==> src/logic/ssp_pkg.sv <==
// Shared constants and types for the synchronous serial port
// Assumes a single 10 MHz system clock with a synchronous active-high reset
package ssp_pkg;

    // Byte width of the transfer path
    localparam int SSP_DATA_W = 8;

    // Master bit-rate selections
    localparam logic [2:0] SSP_RATE_DIV4 = 3'h0;
    localparam logic [2:0] SSP_RATE_DIV16 = 3'h1;
    localparam logic [2:0] SSP_RATE_DIV64 = 3'h2;
    localparam logic [2:0] SSP_RATE_TMR2 = 3'h3;
    localparam logic [2:0] SSP_RATE_BAUD = 3'h4;

    // System clocks per half serial-clock period for the fixed rates
    localparam logic [9:0] SSP_HALF_DIV4 = 10'h002;
    localparam logic [9:0] SSP_HALF_DIV16 = 10'h008;
    localparam logic [9:0] SSP_HALF_DIV64 = 10'h020;
    localparam logic [9:0] SSP_HALF_BAUD_STEP = 10'h002;

    // Serial clock edges in one master byte, and bits in one bus byte
    localparam logic [4:0] SSP_SPI_EDGES = 5'h10;
    localparam logic [3:0] SSP_I2C_BITS = 4'h8;

    // Reset values
    localparam logic [7:0] SSP_BUF_RST = 8'h00;
    localparam logic SSP_RW_RST = 1'b0;

    // Bus slave receive sequence
    typedef enum logic [2:0] {
        SSP_I2C_IDLE,
        SSP_I2C_ADDR,
        SSP_I2C_DATA,
        SSP_I2C_ACK,
        SSP_I2C_SKIP
    } ssp_i2c_state_e;

endpackage : ssp_pkg

==> src/logic/ssp_edge_det.sv <==
// Level tracker with rise and fall detection for one input line
// Assumes the line is already synchronous to the clock
`timescale 1ns/1ps
module ssp_edge_det (
    // Clock and reset
    input wire logic i_ref_clk,
    input wire logic i_srst,
    // Line
    input wire logic i_line,
    // Detected events
    output logic o_level,
    output logic o_rise,
    output logic o_fall
);
    logic prev_reg;
    logic prev_next;

    always_comb begin
        prev_next = i_line;
    end

    always_ff @(posedge i_ref_clk) begin
        if (i_srst) begin
            prev_reg <= 1'b1;
        end else begin
            prev_reg <= prev_next;
        end
    end

    assign o_level = prev_reg;
    assign o_rise = i_line & ~prev_reg;
    assign o_fall = ~i_line & prev_reg;

endmodule : ssp_edge_det

==> src/logic/ssp_rate_gen.sv <==
// Half-period tick generator for the master serial clock
// Assumes i_timer2_tick is a one-cycle pulse from an external timer
`timescale 1ns/1ps
module ssp_rate_gen
    import ssp_pkg::*;
(
    // Clock and reset
    input wire logic i_ref_clk,
    input wire logic i_srst,
    // Control
    input wire logic i_run,
    input wire logic [2:0] i_rate_sel,
    input wire logic [7:0] i_baud_reload,
    input wire logic i_timer2_tick,
    // Half-period enable pulse
    output logic o_tick
);
    logic [9:0] cnt_reg;
    logic [9:0] cnt_next;
    logic [9:0] half;

    always_comb begin
        case (i_rate_sel)
            SSP_RATE_DIV4: half = SSP_HALF_DIV4;
            SSP_RATE_DIV16: half = SSP_HALF_DIV16;
            SSP_RATE_DIV64: half = SSP_HALF_DIV64;
            // Fosc / (4 * (reload + 1)) gives 2 * (reload + 1) clocks per half period
            SSP_RATE_BAUD: half = 10'({1'b0, i_baud_reload, 1'b0} + SSP_HALF_BAUD_STEP);
            default: half = SSP_HALF_DIV4;
        endcase
        if (i_rate_sel == SSP_RATE_TMR2) begin
            // Serial clock toggles once per timer tick, so its rate is the timer output halved
            o_tick = i_run & i_timer2_tick;
        end else begin
            o_tick = i_run && (cnt_reg == 10'(half - 10'h001));
        end
        if (!i_run || o_tick) begin
            cnt_next = 10'h000;
        end else begin
            cnt_next = 10'(cnt_reg + 10'h001);
        end
    end

    always_ff @(posedge i_ref_clk) begin
        if (i_srst) begin
            cnt_reg <= 10'h000;
        end else begin
            cnt_reg <= cnt_next;
        end
    end

endmodule : ssp_rate_gen

==> src/logic/ssp_serial_port.sv <==
// Synchronous serial port: byte-wide master for clocked serial links and
// receive-only two-wire bus slave with 7-bit addressing
// Assumes all pins are synchronous to i_ref_clk and the serial clock pin
// readback is looped to i_sck_in by the pin selection logic
`timescale 1ns/1ps
module ssp_serial_port
    import ssp_pkg::*;
(
    // Clock and reset
    input wire logic i_ref_clk,
    input wire logic i_srst,
    // Mode and configuration
    input wire logic i_enable,
    input wire logic i_mode_i2c,
    input wire logic i_clk_polarity_release,
    input wire logic i_clk_edge_sel,
    input wire logic i_sample_phase,
    input wire logic [2:0] i_rate_sel,
    input wire logic [7:0] i_baud_reload,
    input wire logic i_timer2_tick,
    input wire logic i_sdo_disable,
    input wire logic [6:0] i_slave_addr,
    input wire logic i_stretch_enable,
    input wire logic i_buffer_overwrite_en,
    input wire logic i_start_irq_en,
    // Software access
    input wire logic i_buf_wr,
    input wire logic [7:0] i_buf_wdata,
    input wire logic i_buf_rd,
    input wire logic i_clk_release_set,
    input wire logic i_overflow_clr,
    input wire logic i_irq_flag_clr,
    // Status
    output logic [7:0] o_xfer_buffer,
    output logic o_buffer_full,
    output logic o_rx_overflow,
    output logic o_port_irq_flag,
    output logic o_start_seen,
    output logic o_stop_seen,
    output logic o_rw_status,
    output logic o_spi_busy,
    output logic o_clk_held,
    // Master serial pins
    output logic o_sck,
    output logic o_sck_oe,
    input wire logic i_sck_in,
    output logic o_sdo,
    output logic o_sdo_oe,
    input wire logic i_sdi,
    // Two-wire bus pins, open drain
    input wire logic i_scl,
    output logic o_scl_out,
    output logic o_scl_oe,
    input wire logic i_sda,
    output logic o_sda_out,
    output logic o_sda_oe,
    output logic o_pin_override
);
    logic spi_mode, i2c_active, tick;
    // Master shift state
    logic spi_busy_reg, spi_busy_next, sck_reg, sck_next, sdo_reg, sdo_next, pend_reg, pend_next;
    logic [4:0] tgl_cnt_reg, tgl_cnt_next, edge_cnt_reg, edge_cnt_next;
    logic [7:0] tx_sr_reg, tx_sr_next, shift_reg, shift_next;
    logic spi_done, sck_rise, sck_fall, sck_edge, lead_edge, out_edge;
    // Bus slave state
    ssp_i2c_state_e i2c_st_reg, i2c_st_next;
    logic [3:0] bit_cnt_reg, bit_cnt_next;
    logic [7:0] i2c_sr_reg, i2c_sr_next;
    logic sda_oe_reg, sda_oe_next, hold_reg, hold_next, scl_level, scl_rise, scl_fall, sda_rise, sda_fall;
    logic start_ev, stop_ev, i2c_accept, i2c_ovf, hold_set, rw_load, match, room;
    // Flags and buffer
    logic [7:0] buf_reg, buf_next;
    logic bf_reg, bf_next, ov_reg, ov_next, irq_reg, irq_next, start_reg, start_next;
    logic stop_reg, stop_next, rw_reg, rw_next, ov_set, irq_set;

    assign spi_mode = i_enable & ~i_mode_i2c;
    assign i2c_active = i_enable & i_mode_i2c;

    ssp_rate_gen u_rate (
        .i_ref_clk(i_ref_clk), .i_srst(i_srst), .i_run(spi_busy_reg), .i_rate_sel(i_rate_sel),
        .i_baud_reload(i_baud_reload), .i_timer2_tick(i_timer2_tick), .o_tick(tick)
    );
    ssp_edge_det u_sck_edge (
        .i_ref_clk(i_ref_clk), .i_srst(i_srst), .i_line(i_sck_in), .o_level(), .o_rise(sck_rise), .o_fall(sck_fall)
    );
    ssp_edge_det u_scl_edge (
        .i_ref_clk(i_ref_clk), .i_srst(i_srst), .i_line(i_scl), .o_level(scl_level), .o_rise(scl_rise), .o_fall(scl_fall)
    );
    ssp_edge_det u_sda_edge (
        .i_ref_clk(i_ref_clk), .i_srst(i_srst), .i_line(i_sda), .o_level(), .o_rise(sda_rise), .o_fall(sda_fall)
    );

    // Shift logic follows the clock seen on the pin; a polarity settle before the first toggle is no edge
    assign sck_edge = spi_busy_reg & (tgl_cnt_reg != 5'h00) & (sck_rise | sck_fall);
    assign lead_edge = i_clk_polarity_release ? sck_fall : sck_rise;
    // Edge select set: data changes on trailing edges, first bit presented at load
    assign out_edge = i_clk_edge_sel ? ~lead_edge : lead_edge;

    always_comb begin
        spi_busy_next = spi_busy_reg;
        sck_next = sck_reg;
        tgl_cnt_next = tgl_cnt_reg;
        edge_cnt_next = edge_cnt_reg;
        tx_sr_next = tx_sr_reg;
        sdo_next = sdo_reg;
        shift_next = shift_reg;
        pend_next = pend_reg;
        spi_done = 1'b0;
        if (!spi_mode) begin
            spi_busy_next = 1'b0;
            sck_next = i_clk_polarity_release;
            pend_next = 1'b0;
        end else if (!spi_busy_reg) begin
            sck_next = i_clk_polarity_release;
            if (i_buf_wr) begin
                // No handshake with the far end: a write always starts at once
                spi_busy_next = 1'b1;
                tgl_cnt_next = 5'h00;
                edge_cnt_next = 5'h00;
                pend_next = 1'b0;
                if (i_clk_edge_sel) begin
                    sdo_next = i_buf_wdata[7];
                    tx_sr_next = {i_buf_wdata[6:0], 1'b0};
                end else begin
                    tx_sr_next = i_buf_wdata;
                end
            end
        end else begin
            if (tick && (tgl_cnt_reg < SSP_SPI_EDGES)) begin
                sck_next = ~sck_reg;
                tgl_cnt_next = 5'(tgl_cnt_reg + 5'h01);
            end
            // Late sampling phase takes the input half a period after the edge
            if (pend_reg && tick) begin
                shift_next = {shift_reg[6:0], i_sdi};
                pend_next = 1'b0;
            end
            if (sck_edge) begin
                edge_cnt_next = 5'(edge_cnt_reg + 5'h01);
                if (out_edge) begin
                    sdo_next = tx_sr_reg[7];
                    tx_sr_next = {tx_sr_reg[6:0], 1'b0};
                end else if (i_sample_phase) begin
                    pend_next = 1'b1;
                end else begin
                    shift_next = {shift_reg[6:0], i_sdi};
                end
            end
            if ((edge_cnt_reg == SSP_SPI_EDGES) && !pend_reg) begin
                spi_busy_next = 1'b0;
                spi_done = 1'b1;
            end
        end
    end

    always_ff @(posedge i_ref_clk) begin
        if (i_srst) begin
            spi_busy_reg <= 1'b0;
            sck_reg <= 1'b0;
            tgl_cnt_reg <= 5'h00;
            edge_cnt_reg <= 5'h00;
            tx_sr_reg <= 8'h00;
            sdo_reg <= 1'b0;
            shift_reg <= 8'h00;
            pend_reg <= 1'b0;
        end else begin
            spi_busy_reg <= spi_busy_next;
            sck_reg <= sck_next;
            tgl_cnt_reg <= tgl_cnt_next;
            edge_cnt_reg <= edge_cnt_next;
            tx_sr_reg <= tx_sr_next;
            sdo_reg <= sdo_next;
            shift_reg <= shift_next;
            pend_reg <= pend_next;
        end
    end

    // Bus slave receive sequence
    always_comb begin
        i2c_st_next = i2c_st_reg;
        bit_cnt_next = bit_cnt_reg;
        i2c_sr_next = i2c_sr_reg;
        sda_oe_next = sda_oe_reg;
        start_ev = 1'b0;
        stop_ev = 1'b0;
        i2c_accept = 1'b0;
        i2c_ovf = 1'b0;
        hold_set = 1'b0;
        rw_load = 1'b0;
        match = 1'b0;
        room = ~(bf_reg | ov_reg) | i_buffer_overwrite_en;
        if (!i2c_active) begin
            i2c_st_next = SSP_I2C_IDLE;
            sda_oe_next = 1'b0;
        end else if (sda_fall && scl_level && i_scl) begin
            start_ev = 1'b1;
            i2c_st_next = SSP_I2C_ADDR;
            bit_cnt_next = 4'h0;
            sda_oe_next = 1'b0;
        end else if (sda_rise && scl_level && i_scl) begin
            stop_ev = 1'b1;
            i2c_st_next = SSP_I2C_IDLE;
            sda_oe_next = 1'b0;
        end else begin
            case (i2c_st_reg)
                SSP_I2C_ADDR, SSP_I2C_DATA: begin
                    if (scl_rise && (bit_cnt_reg < SSP_I2C_BITS)) begin
                        i2c_sr_next = {i2c_sr_reg[6:0], i_sda};
                        bit_cnt_next = 4'(bit_cnt_reg + 4'h1);
                    end
                    if (scl_fall && (bit_cnt_reg == SSP_I2C_BITS)) begin
                        if (i2c_st_reg == SSP_I2C_ADDR) begin
                            rw_load = 1'b1;
                            match = (i2c_sr_reg[7:1] == i_slave_addr) && !i2c_sr_reg[0];
                        end else begin
                            match = 1'b1;
                        end
                        i2c_ovf = match & bf_reg;
                        if (match && room) begin
                            sda_oe_next = 1'b1;
                            i2c_accept = 1'b1;
                            i2c_st_next = SSP_I2C_ACK;
                        end else begin
                            i2c_st_next = SSP_I2C_SKIP;
                        end
                    end
                end
                SSP_I2C_ACK: begin
                    if (scl_fall) begin
                        sda_oe_next = 1'b0;
                        bit_cnt_next = 4'h0;
                        hold_set = i_stretch_enable;
                        i2c_st_next = SSP_I2C_DATA;
                    end
                end
                SSP_I2C_IDLE, SSP_I2C_SKIP: sda_oe_next = 1'b0;
                default: begin
                    i2c_st_next = SSP_I2C_IDLE;
                    sda_oe_next = 1'b0;
                end
            endcase
        end
        // A new stretch wins over a release in the same cycle
        hold_next = hold_set | (hold_reg & i2c_active & ~stop_ev & ~i_clk_release_set);
    end

    always_ff @(posedge i_ref_clk) begin
        if (i_srst) begin
            i2c_st_reg <= SSP_I2C_IDLE;
            bit_cnt_reg <= 4'h0;
            i2c_sr_reg <= 8'h00;
            sda_oe_reg <= 1'b0;
            hold_reg <= 1'b0;
        end else begin
            i2c_st_reg <= i2c_st_next;
            bit_cnt_reg <= bit_cnt_next;
            i2c_sr_reg <= i2c_sr_next;
            sda_oe_reg <= sda_oe_next;
            hold_reg <= hold_next;
        end
    end

    // Buffer and flags; every hardware set wins over a software clear
    always_comb begin
        ov_set = i2c_ovf | (spi_done & bf_reg);
        irq_set = spi_done | i2c_accept | (start_ev & i_start_irq_en);
        buf_next = (spi_done && !bf_reg) ? shift_reg : (i2c_accept ? i2c_sr_reg : buf_reg);
        bf_next = ((spi_done && !bf_reg) || i2c_accept) ? 1'b1 : (i_buf_rd ? 1'b0 : bf_reg);
        ov_next = ov_set ? 1'b1 : (i_overflow_clr ? 1'b0 : ov_reg);
        irq_next = irq_set ? 1'b1 : (i_irq_flag_clr ? 1'b0 : irq_reg);
        start_next = start_ev ? 1'b1 : (stop_ev ? 1'b0 : start_reg);
        stop_next = stop_ev ? 1'b1 : (start_ev ? 1'b0 : stop_reg);
        rw_next = rw_load ? i2c_sr_reg[0] : rw_reg;
    end

    always_ff @(posedge i_ref_clk) begin
        if (i_srst) begin
            buf_reg <= SSP_BUF_RST;
            bf_reg <= 1'b0;
            ov_reg <= 1'b0;
            irq_reg <= 1'b0;
            start_reg <= 1'b0;
            stop_reg <= 1'b0;
            rw_reg <= SSP_RW_RST;
        end else begin
            buf_reg <= buf_next;
            bf_reg <= bf_next;
            ov_reg <= ov_next;
            irq_reg <= irq_next;
            start_reg <= start_next;
            stop_reg <= stop_next;
            rw_reg <= rw_next;
        end
    end

    assign o_xfer_buffer = buf_reg;
    assign o_buffer_full = bf_reg;
    assign o_rx_overflow = ov_reg;
    assign o_port_irq_flag = irq_reg;
    assign o_start_seen = start_reg;
    assign o_stop_seen = stop_reg;
    assign o_rw_status = rw_reg;
    assign o_spi_busy = spi_busy_reg;
    assign o_clk_held = hold_reg;

    assign o_sck = sck_reg;
    assign o_sck_oe = spi_mode;
    assign o_sdo = sdo_reg;
    assign o_sdo_oe = spi_mode & ~i_sdo_disable;
    // Open drain: only ever pull low; the external master waits on a held clock
    assign o_scl_out = 1'b0;
    assign o_scl_oe = hold_reg;
    assign o_sda_out = 1'b0;
    assign o_sda_oe = sda_oe_reg;
    assign o_pin_override = i2c_active;

endmodule : ssp_serial_port

==> config.mk <==
export PLATFORM = sky130hd
export DESIGN_NAME = ssp_serial_port
export DESIGN_NICKNAME = d
export VERILOG_FILES = /design/src/logic/ssp_pkg.sv /design/src/logic/ssp_edge_det.sv /design/src/logic/ssp_rate_gen.sv /design/src/logic/ssp_serial_port.sv
export SDC_FILE = /design/constraint.sdc
export NUM_CORES = 1
export LEC_CHECK = 0
export BUFFER_PORTS_ARGS = -buffer_cell sky130_fd_sc_hd__buf_2
export CAP_MARGIN = 20
export CORE_UTILIZATION = 51
export CTS_CLUSTER_DIAMETER = 40
export DETAILED_ROUTE_END_ITERATION = 16
export GPL_TIMING_DRIVEN = 0
export MAX_ROUTING_LAYER = met4
export PLACE_DENSITY = 0.76
export SLEW_MARGIN = 10
export SYNTH_ARGS = -nofsm -noshare
export SYNTH_HDL_FRONTEND = slang
export SYNTH_SLANG_ARGS = --single-unit
==> constraint.sdc <==
create_clock -name i_ref_clk -period 2.9 [get_ports i_ref_clk]
set_input_delay 0 -clock i_ref_clk [delete_from_list [all_inputs] [get_ports i_ref_clk]]
set_output_delay 0 -clock i_ref_clk [all_outputs]
set_load 0.005 [all_outputs]
==> run summary, run 1 <==
status - completed
Max-slew headroom - 54.4%
Crit Path Max Fanout - 8
slew at the pin closest to its max-slew limit - 0.684 ns
Synth Cell Area - 4260 sq um
Synth area leaders - dfxtp_1 35%, mux2i_1 8.9%, nor2_1 8.5%, xnor2_1 4.5%, a21oi_1 3.8%
Critical Path End Type - flop
P&R area growth vs syn - 20.5%
post-layout utilization of the core - 65.1%
CTS Sinks - 74
Yosys top cell by area - dfxtp_1
fin. max-slew vios - 0
number of synthesized flops with an enable pin - 0
Root Driver - clkbuf_8
Seq/Total Area, Yosys - 34.8%
worst skew pair latency - 0.35 ns
maximum clock frequency - 0.357 GHz
pin count of the biggest net entering global routing - 14
routability-driven placement congestion ratio - 0.908
clock power share - 38.7%
Post-synth top flop - dfxtp_1
Std-Cell Rows - 32
total die area - 8720 sq um
Crit path required time - 3.12 ns
final period utilization - 96.5%
clock-pin slew on the worst setup and hold paths - 0.08 ns
Via Count - 3990
overflow left after global routing - 0
Cells after DPL - 688
Post-Syn Area per Cell - 8.14 sq um
Startpoint Class - input port
Post-Layout Cell Count - 719
Syn Inst Count - 523
Synth cell types - 68
post-synth top area share - 34.8%
Net Sw Power - 0.000554 W
Final Hold Violating Endpoints - 0
DR WL/cell - 13.9 microns
dpl hpwl - 7.27 mm
core area - 7890 sq um
I/O pins - 72
max reg flops - 10
share of cells above drive strength 1 - 19.8%
die width - 93.4 microns
hold crit path type - in -> reg
Pleak - 2.14 nW
Fillers - 671
max_cap viols - 0
Clock Skew - 0.0125 ns
Num CTS Buffers - 9
port buffer count - 62
H-tree levels - 3
sw frac - 26.2%
final hold slack - 0.0135 ns
drt initial violations - 136
clock buffer depth - 2
Final WS setup - 0.102 ns
Worst Setup Path Type - in -> reg
first-pass GRT wire length - 16.4 mm
worst vdd ir - 0.000265 V
initial antenna violation count - 0
ys async rst share - 0%
Cell Pwr Density - 413 nW/um^2
Routed WL - 10.0 mm
Flop pwr share - 48.7%
Design Area, Final - 5130 sq um
Ant. Diodes - 0
Nets - 670
Starting Density - 54.0%
Total GRT Usage - 24.3%
Yosys reg bits - 74
Die Y - 93.4 microns
YS warnings - 0
setup slack at placement - -0.385 ns
CTS tree - done
fin crit period - 2.80 ns
DRC viols - 0
arrival time worst endpoint - 3.02 ns
Vias per Instance - 5.55
placed cell area - 4730 sq um
vias in the first global route - 3633
internal power - 0.00157 W
Final setup viols - 0
Comb pwr share - 12.6%
remaining antenna violation count after routing - 0
DR pass1 iterations - 5
-- layout make-up --
type	count	area [sq um]	share of cell area [%]
multi-input cells	400	2640	51.4
plain buffers	30	154	3.00
clock inverters	6	65.1	1.27
well taps	102	128	2.49
flip-flops and latches	74	1480	28.9
clock buffers	10	138	2.68
inverters	20	75.1	1.46
repair buffers	77	455	8.87
-- logic make-up after synthesis --
family / count (synthesis) / share of synthesized area [%]
XOR/XNOR: 36 / 7.41
AND/OR/NAND/NOR: 217 / 24.9
AO/OA/AOI/OAI: 95 / 15.3
other: 1 / 0.0881
flip-flops: 74 / 34.8
multiplexers: 39 / 9.20
buffers and inverters: 50 / 5.08
adder cells (fa/ha/maj): 11 / 3.23
-- power by group through the flow --
| stage | Clock [W] | Combinational (W) | Sequential [W] |
|---|---|---|---|
| after CTS | 0.000837 | 0.000256 | 0.00103 |
| final | 0.000821 | 0.000267 | 0.00103 |
| after floorplan | 0 | 0.000166 | 0.00105 |
| after global placement | 0 | 0.000235 | 0.00106 |
| after detailed placement | 0 | 0.000241 | 0.00106 |
| after global routing | 0.000885 | 0.000293 | 0.00103 |
-- placed cells by master, fill, tap and decap left out, types with 6 or more instances in the layout --
cell           netlist  final
buf_2                4     62
clkbuf_8             0     10
ha_1                11      9
dlygate4sd3_1        0     12
nor2b_1              6      6
nand4_1              6      6
nor2_1              96     94
xnor2_1             22     22
clkbuf_1            17     16
nand2_1             25     24
dfxtp_1             74     74
mux2i_1             38     38
nor3_1              14     14
inv_1               18     18
nand2b_1             6      6
nor3b_1              7      6
or2_2                7      7
buf_4                4      9
a21oi_1             32     32
a211oi_1            11     10
nand3_1             22     21
o21ai_0             12     12
xor2_1              14     13
-- stage by stage --
stage | power [W] | TNS (ns)
after floorplan | 0.00122 | 0
after global placement | 0.00129 | -5.57
after detailed placement | 0.00130 | -6.72
after CTS | 0.00212 | 0
after global routing | 0.00221 | -0.509
final | 0.00212 | 0
-- worst max-delay path: stages --
cell and delay [ns]:
clkbuf_4 0.16, ha_4 0.18, or2_2 0.33, a31oi_4 0.23, nand3_2 0.15, or2_1 0.26
a31o_2 0.24, xor2_1 0.13, or4_4 0.58, a311o_1 0.37, buf_6 0.16, mux2i_1 0.15
nor2_1 0.06
-- final timing paths --
check	start	endpoint	slack, ns	cells past startpoint
worst max register to register	u_rate.cnt_reg[6]	shift_reg[4]	0.14	10
worst min register to register	o_start_seen	o_start_seen	0.47	2
worst min-delay path	i_irq_flag_clr	o_port_irq_flag	0.01	4
worst max-delay path	i_baud_reload[0]	shift_reg[4]	0.10	13
-- cell usage after synthesis, types with 5 or more instances --
cell type  number
xor2_1         14
dfxtp_1        74
mux2i_1        38
o21ai_0        12
nor2_1         96
nand3_1        22
ha_1           11
nand4_1         6
a21oi_1        32
a21o_1          5
xnor2_1        22
and3_1          5
or2_2           7
nor3b_1         7
inv_1          18
clkbuf_1       17
nand2_1        25
nor2b_1         6
a211oi_1       11
nor3_1         14
nand2b_1        6
-- routing by layer --
layer	vias to the layer above	wire [microns]	track usage (%)
li1	2000	-	-
met1	1878	4630	30.4
met2	99	4790	39.7
met4	0	108	7.18
met5	-	0	-
met3	13	481	5.04
-- what timing repair did --
item | 4_1_cts | 5_1_grt
hold buffers | 12 | 0
buffers inserted | 1 | 2
pin swaps | 1 | 5
setup endpoints to repair | 3 | 37
resized for setup | 1 | 12
hold endpoints to repair | 13 | 0
No activity file was read; power rests on OpenSTA's default activity.
==> run 2: changes to the inputs <==
ABC_AREA = 1   (was not set)
CORE_UTILIZATION = 52   (was 51)
PLACE_DENSITY = 0.77   (was 0.76)
==> run summary, run 2 <==
status - completed
clock-pin slew on the worst setup and hold paths - 0.08 ns (about the same)
total negative setup slack - 0 ns (unchanged)
Yosys top cell by area - dfxtp_1
H-tree levels - 3 (unchanged)
hold crit path type - in -> reg
die width - 94.3 microns (+1.0%)
Final Hold Violating Endpoints - 0 (unchanged)
post-CTS setup repair buffer count - 0 (-1)
# hold bufs at CTS - 12 (unchanged)
Num CTS Buffers - 9 (unchanged)
FF/Latch Area - 1480 sq um (unchanged)
Routed WL - 10.3 mm (+2.9%)
Crit path required time - 3.12 ns (about the same)
Root Driver - clkbuf_8
P&R area growth vs syn - 18.1%
Pleak - 2.42 nW (+13%)
number of synthesized flops with an enable pin - 0 (unchanged)
Via Count - 4572 (+15%)
leading cell type in the layout, fill and taps excluded - nand2_1
CTS Sinks - 74 (unchanged)
Worst Setup Path Type - reg -> reg
Clock Skew - 0.00783 ns (-0.00469 ns)
Synth top cells by count - 155 x nand2_1, 98 x inv_1, 77 x nor2_1
vias in the first global route - 4139 (+14%)
drt initial violations - 238 (+75%)
Syn Inst Count - 678 (+30%)
DR pass1 iterations - 4 (-1)
Fillers - 749 (+12%)
Nets - 829 (+24%)
Critical Path End Type - flop
CTS tree - done
slew at the pin closest to its max-slew limit - 0.684 ns (+0.000196 ns)
total die area - 8900 sq um (+2.1%)
initial antenna violation count - 0 (unchanged)
Post-Syn Area per Cell - 6.54 sq um (-20%)
DRC viols - 0 (unchanged)
final period utilization - 87.1% (-9.4 points)
first-pass GRT wire length - 17.8 mm (+8.4%)
worst skew pair latency - 0.35 ns (about the same)
Synth cell types - 38 (-44%)
Ant. Diodes - 0 (unchanged)
Yosys reg bits - 74 (unchanged)
Post-synth top flop - dfxtp_1
core area - 8220 sq um (+4.2%)
fin. max-slew vios - 0 (unchanged)
worst vdd ir - 0.000317 V (+19%)
Std-Cell Rows - 33 (+3.1%)
ys async rst share - 0% (unchanged)
share of cells above drive strength 1 - 15.1% (-4.7 points)
arrival time worst endpoint - 2.74 ns (-0.28 ns)
post-synth top area share - 33.4% (-1.4 points)
max reg flops - 10 (unchanged)
RSZ-0062 raised after global routing - false
routability-driven placement congestion ratio - 0.983 (+8.2%)
Crit Path Max Fanout - 9 (+1)
most frequent cells in the layout - 155 x nand2_1, 98 x inv_1, 77 x nor2_1
final hold slack - 0.0376 ns (+0.0241 ns)
Cell Pwr Density - 406 nW/um^2 (-1.7%)
Die Y - 94.3 microns (+1.0%)
remaining antenna violation count after routing - 0 (unchanged)
max_cap viols - 0 (unchanged)
Design Area, Final - 5240 sq um (+2.1%)
Synth Cell Area - 4430 sq um (+4.1%)
Post-Layout Cell Count - 881 (+23%)
Startpoint Class - flop
area of the multi-input gates - 2490 sq um (-5.7%)
pin count of the biggest net entering global routing - 14 (unchanged)
placed cell area - 4910 sq um (+3.8%)
Vias per Instance - 5.19 (-6.5%)
Synth area leaders - dfxtp_1 33%, nand2_1 13%, inv_1 8.3%, nor2_1 6.5%, nand3_1 5.2%
Total GRT Usage - 25.7% (+1.4 points)
fin crit period - 2.53 ns (-0.272 ns)
top-count cell post-synth - nand2_1
I/O pins - 72 (unchanged)
Starting Density - 54.0% (about the same)
post-layout utilization of the core - 63.8% (-1.3 points)
maximum clock frequency - 0.396 GHz (+11%)
DR WL/cell - 11.7 microns (-16%)
Seq/Total Area, Yosys - 33.4% (-1.4 points)
port buffer count - 69 (+11%)
YS warnings - 0 (unchanged)
overflow left after global routing - 0 (unchanged)
Final setup viols - 0 (unchanged)
Post-CTS Resized - 0 (-1)
Max-slew headroom - 54.0% (-0.43 points)
Cells after DPL - 853 (+24%)
clock buffer depth - 2 (unchanged)
dpl hpwl - 7.75 mm (+6.7%)
run 2: stage by stage:
stage                     setup WS, ns  power [W]
after detailed placement         0.105    0.00131
final                            0.375    0.00213
after global routing            0.0123    0.00222
after global placement           0.154    0.00130
after CTS                        0.427    0.00213
after floorplan                  0.657    0.00122
run 2: final timing paths:
path	from	endpoint	slack (ns)	cells past startpoint
worst max-delay path	tgl_cnt_reg[0]	shift_reg[0]	0.37	12
worst min-delay path	i_buf_wdata[3]	tx_sr_reg[3]	0.04	5
worst max register to register	tgl_cnt_reg[0]	shift_reg[0]	0.37	12
worst min register to register	o_rw_status	o_rw_status	0.45	2
run 2: kinds of logic after synthesis:
family	synth area share [%]
fa+ha+maj	3.10
buf+inv	10.6
simple gates	34.8
flops	33.4
compound gates	15.4
xor+xnor	2.57
other cells	0.0846
run 2: final cells by class:
cell class | instances | area share [%]
multi-input combinational | 483 | 47.5
buffer | 17 | 1.46
timing repair buffer | 81 | 8.88
clock inverter | 5 | 1.19
inverter | 105 | 7.52
sequential | 74 | 28.3
clock buffer | 11 | 2.70
tap | 105 | 2.51
run 2: metal layers:
| metal | vias to the layer above | routed length, microns | track usage (%) |
|---|---|---|---|
| li1 | 2384 | - | - |
| met1 | 2048 | 4810 | 31.3 |
| met2 | 128 | 4810 | 42.9 |
| met3 | 12 | 560 | 4.83 |
| met4 | 0 | 123 | 7.95 |
| met5 | - | 0 | - |
run 2: power by group:
group          internal, W  switching [W]
clock network     0.000426       0.000403
logic             0.000100       0.000158
registers          0.00103     0.00000872
run 2: critical path: stages (launching register included):
cell and delay (ns):
dfxtp_1 0.37, inv_1 0.08, ha_1 0.19, inv_1 0.05, nor4_1 0.06, nor3_1 0.27
nand2_1 0.09, nor2_1 0.50, clkinv_1 0.42, nor2_1 0.17, nor2_1 0.05, nand2_1 0.09
a21oi_1 0.06
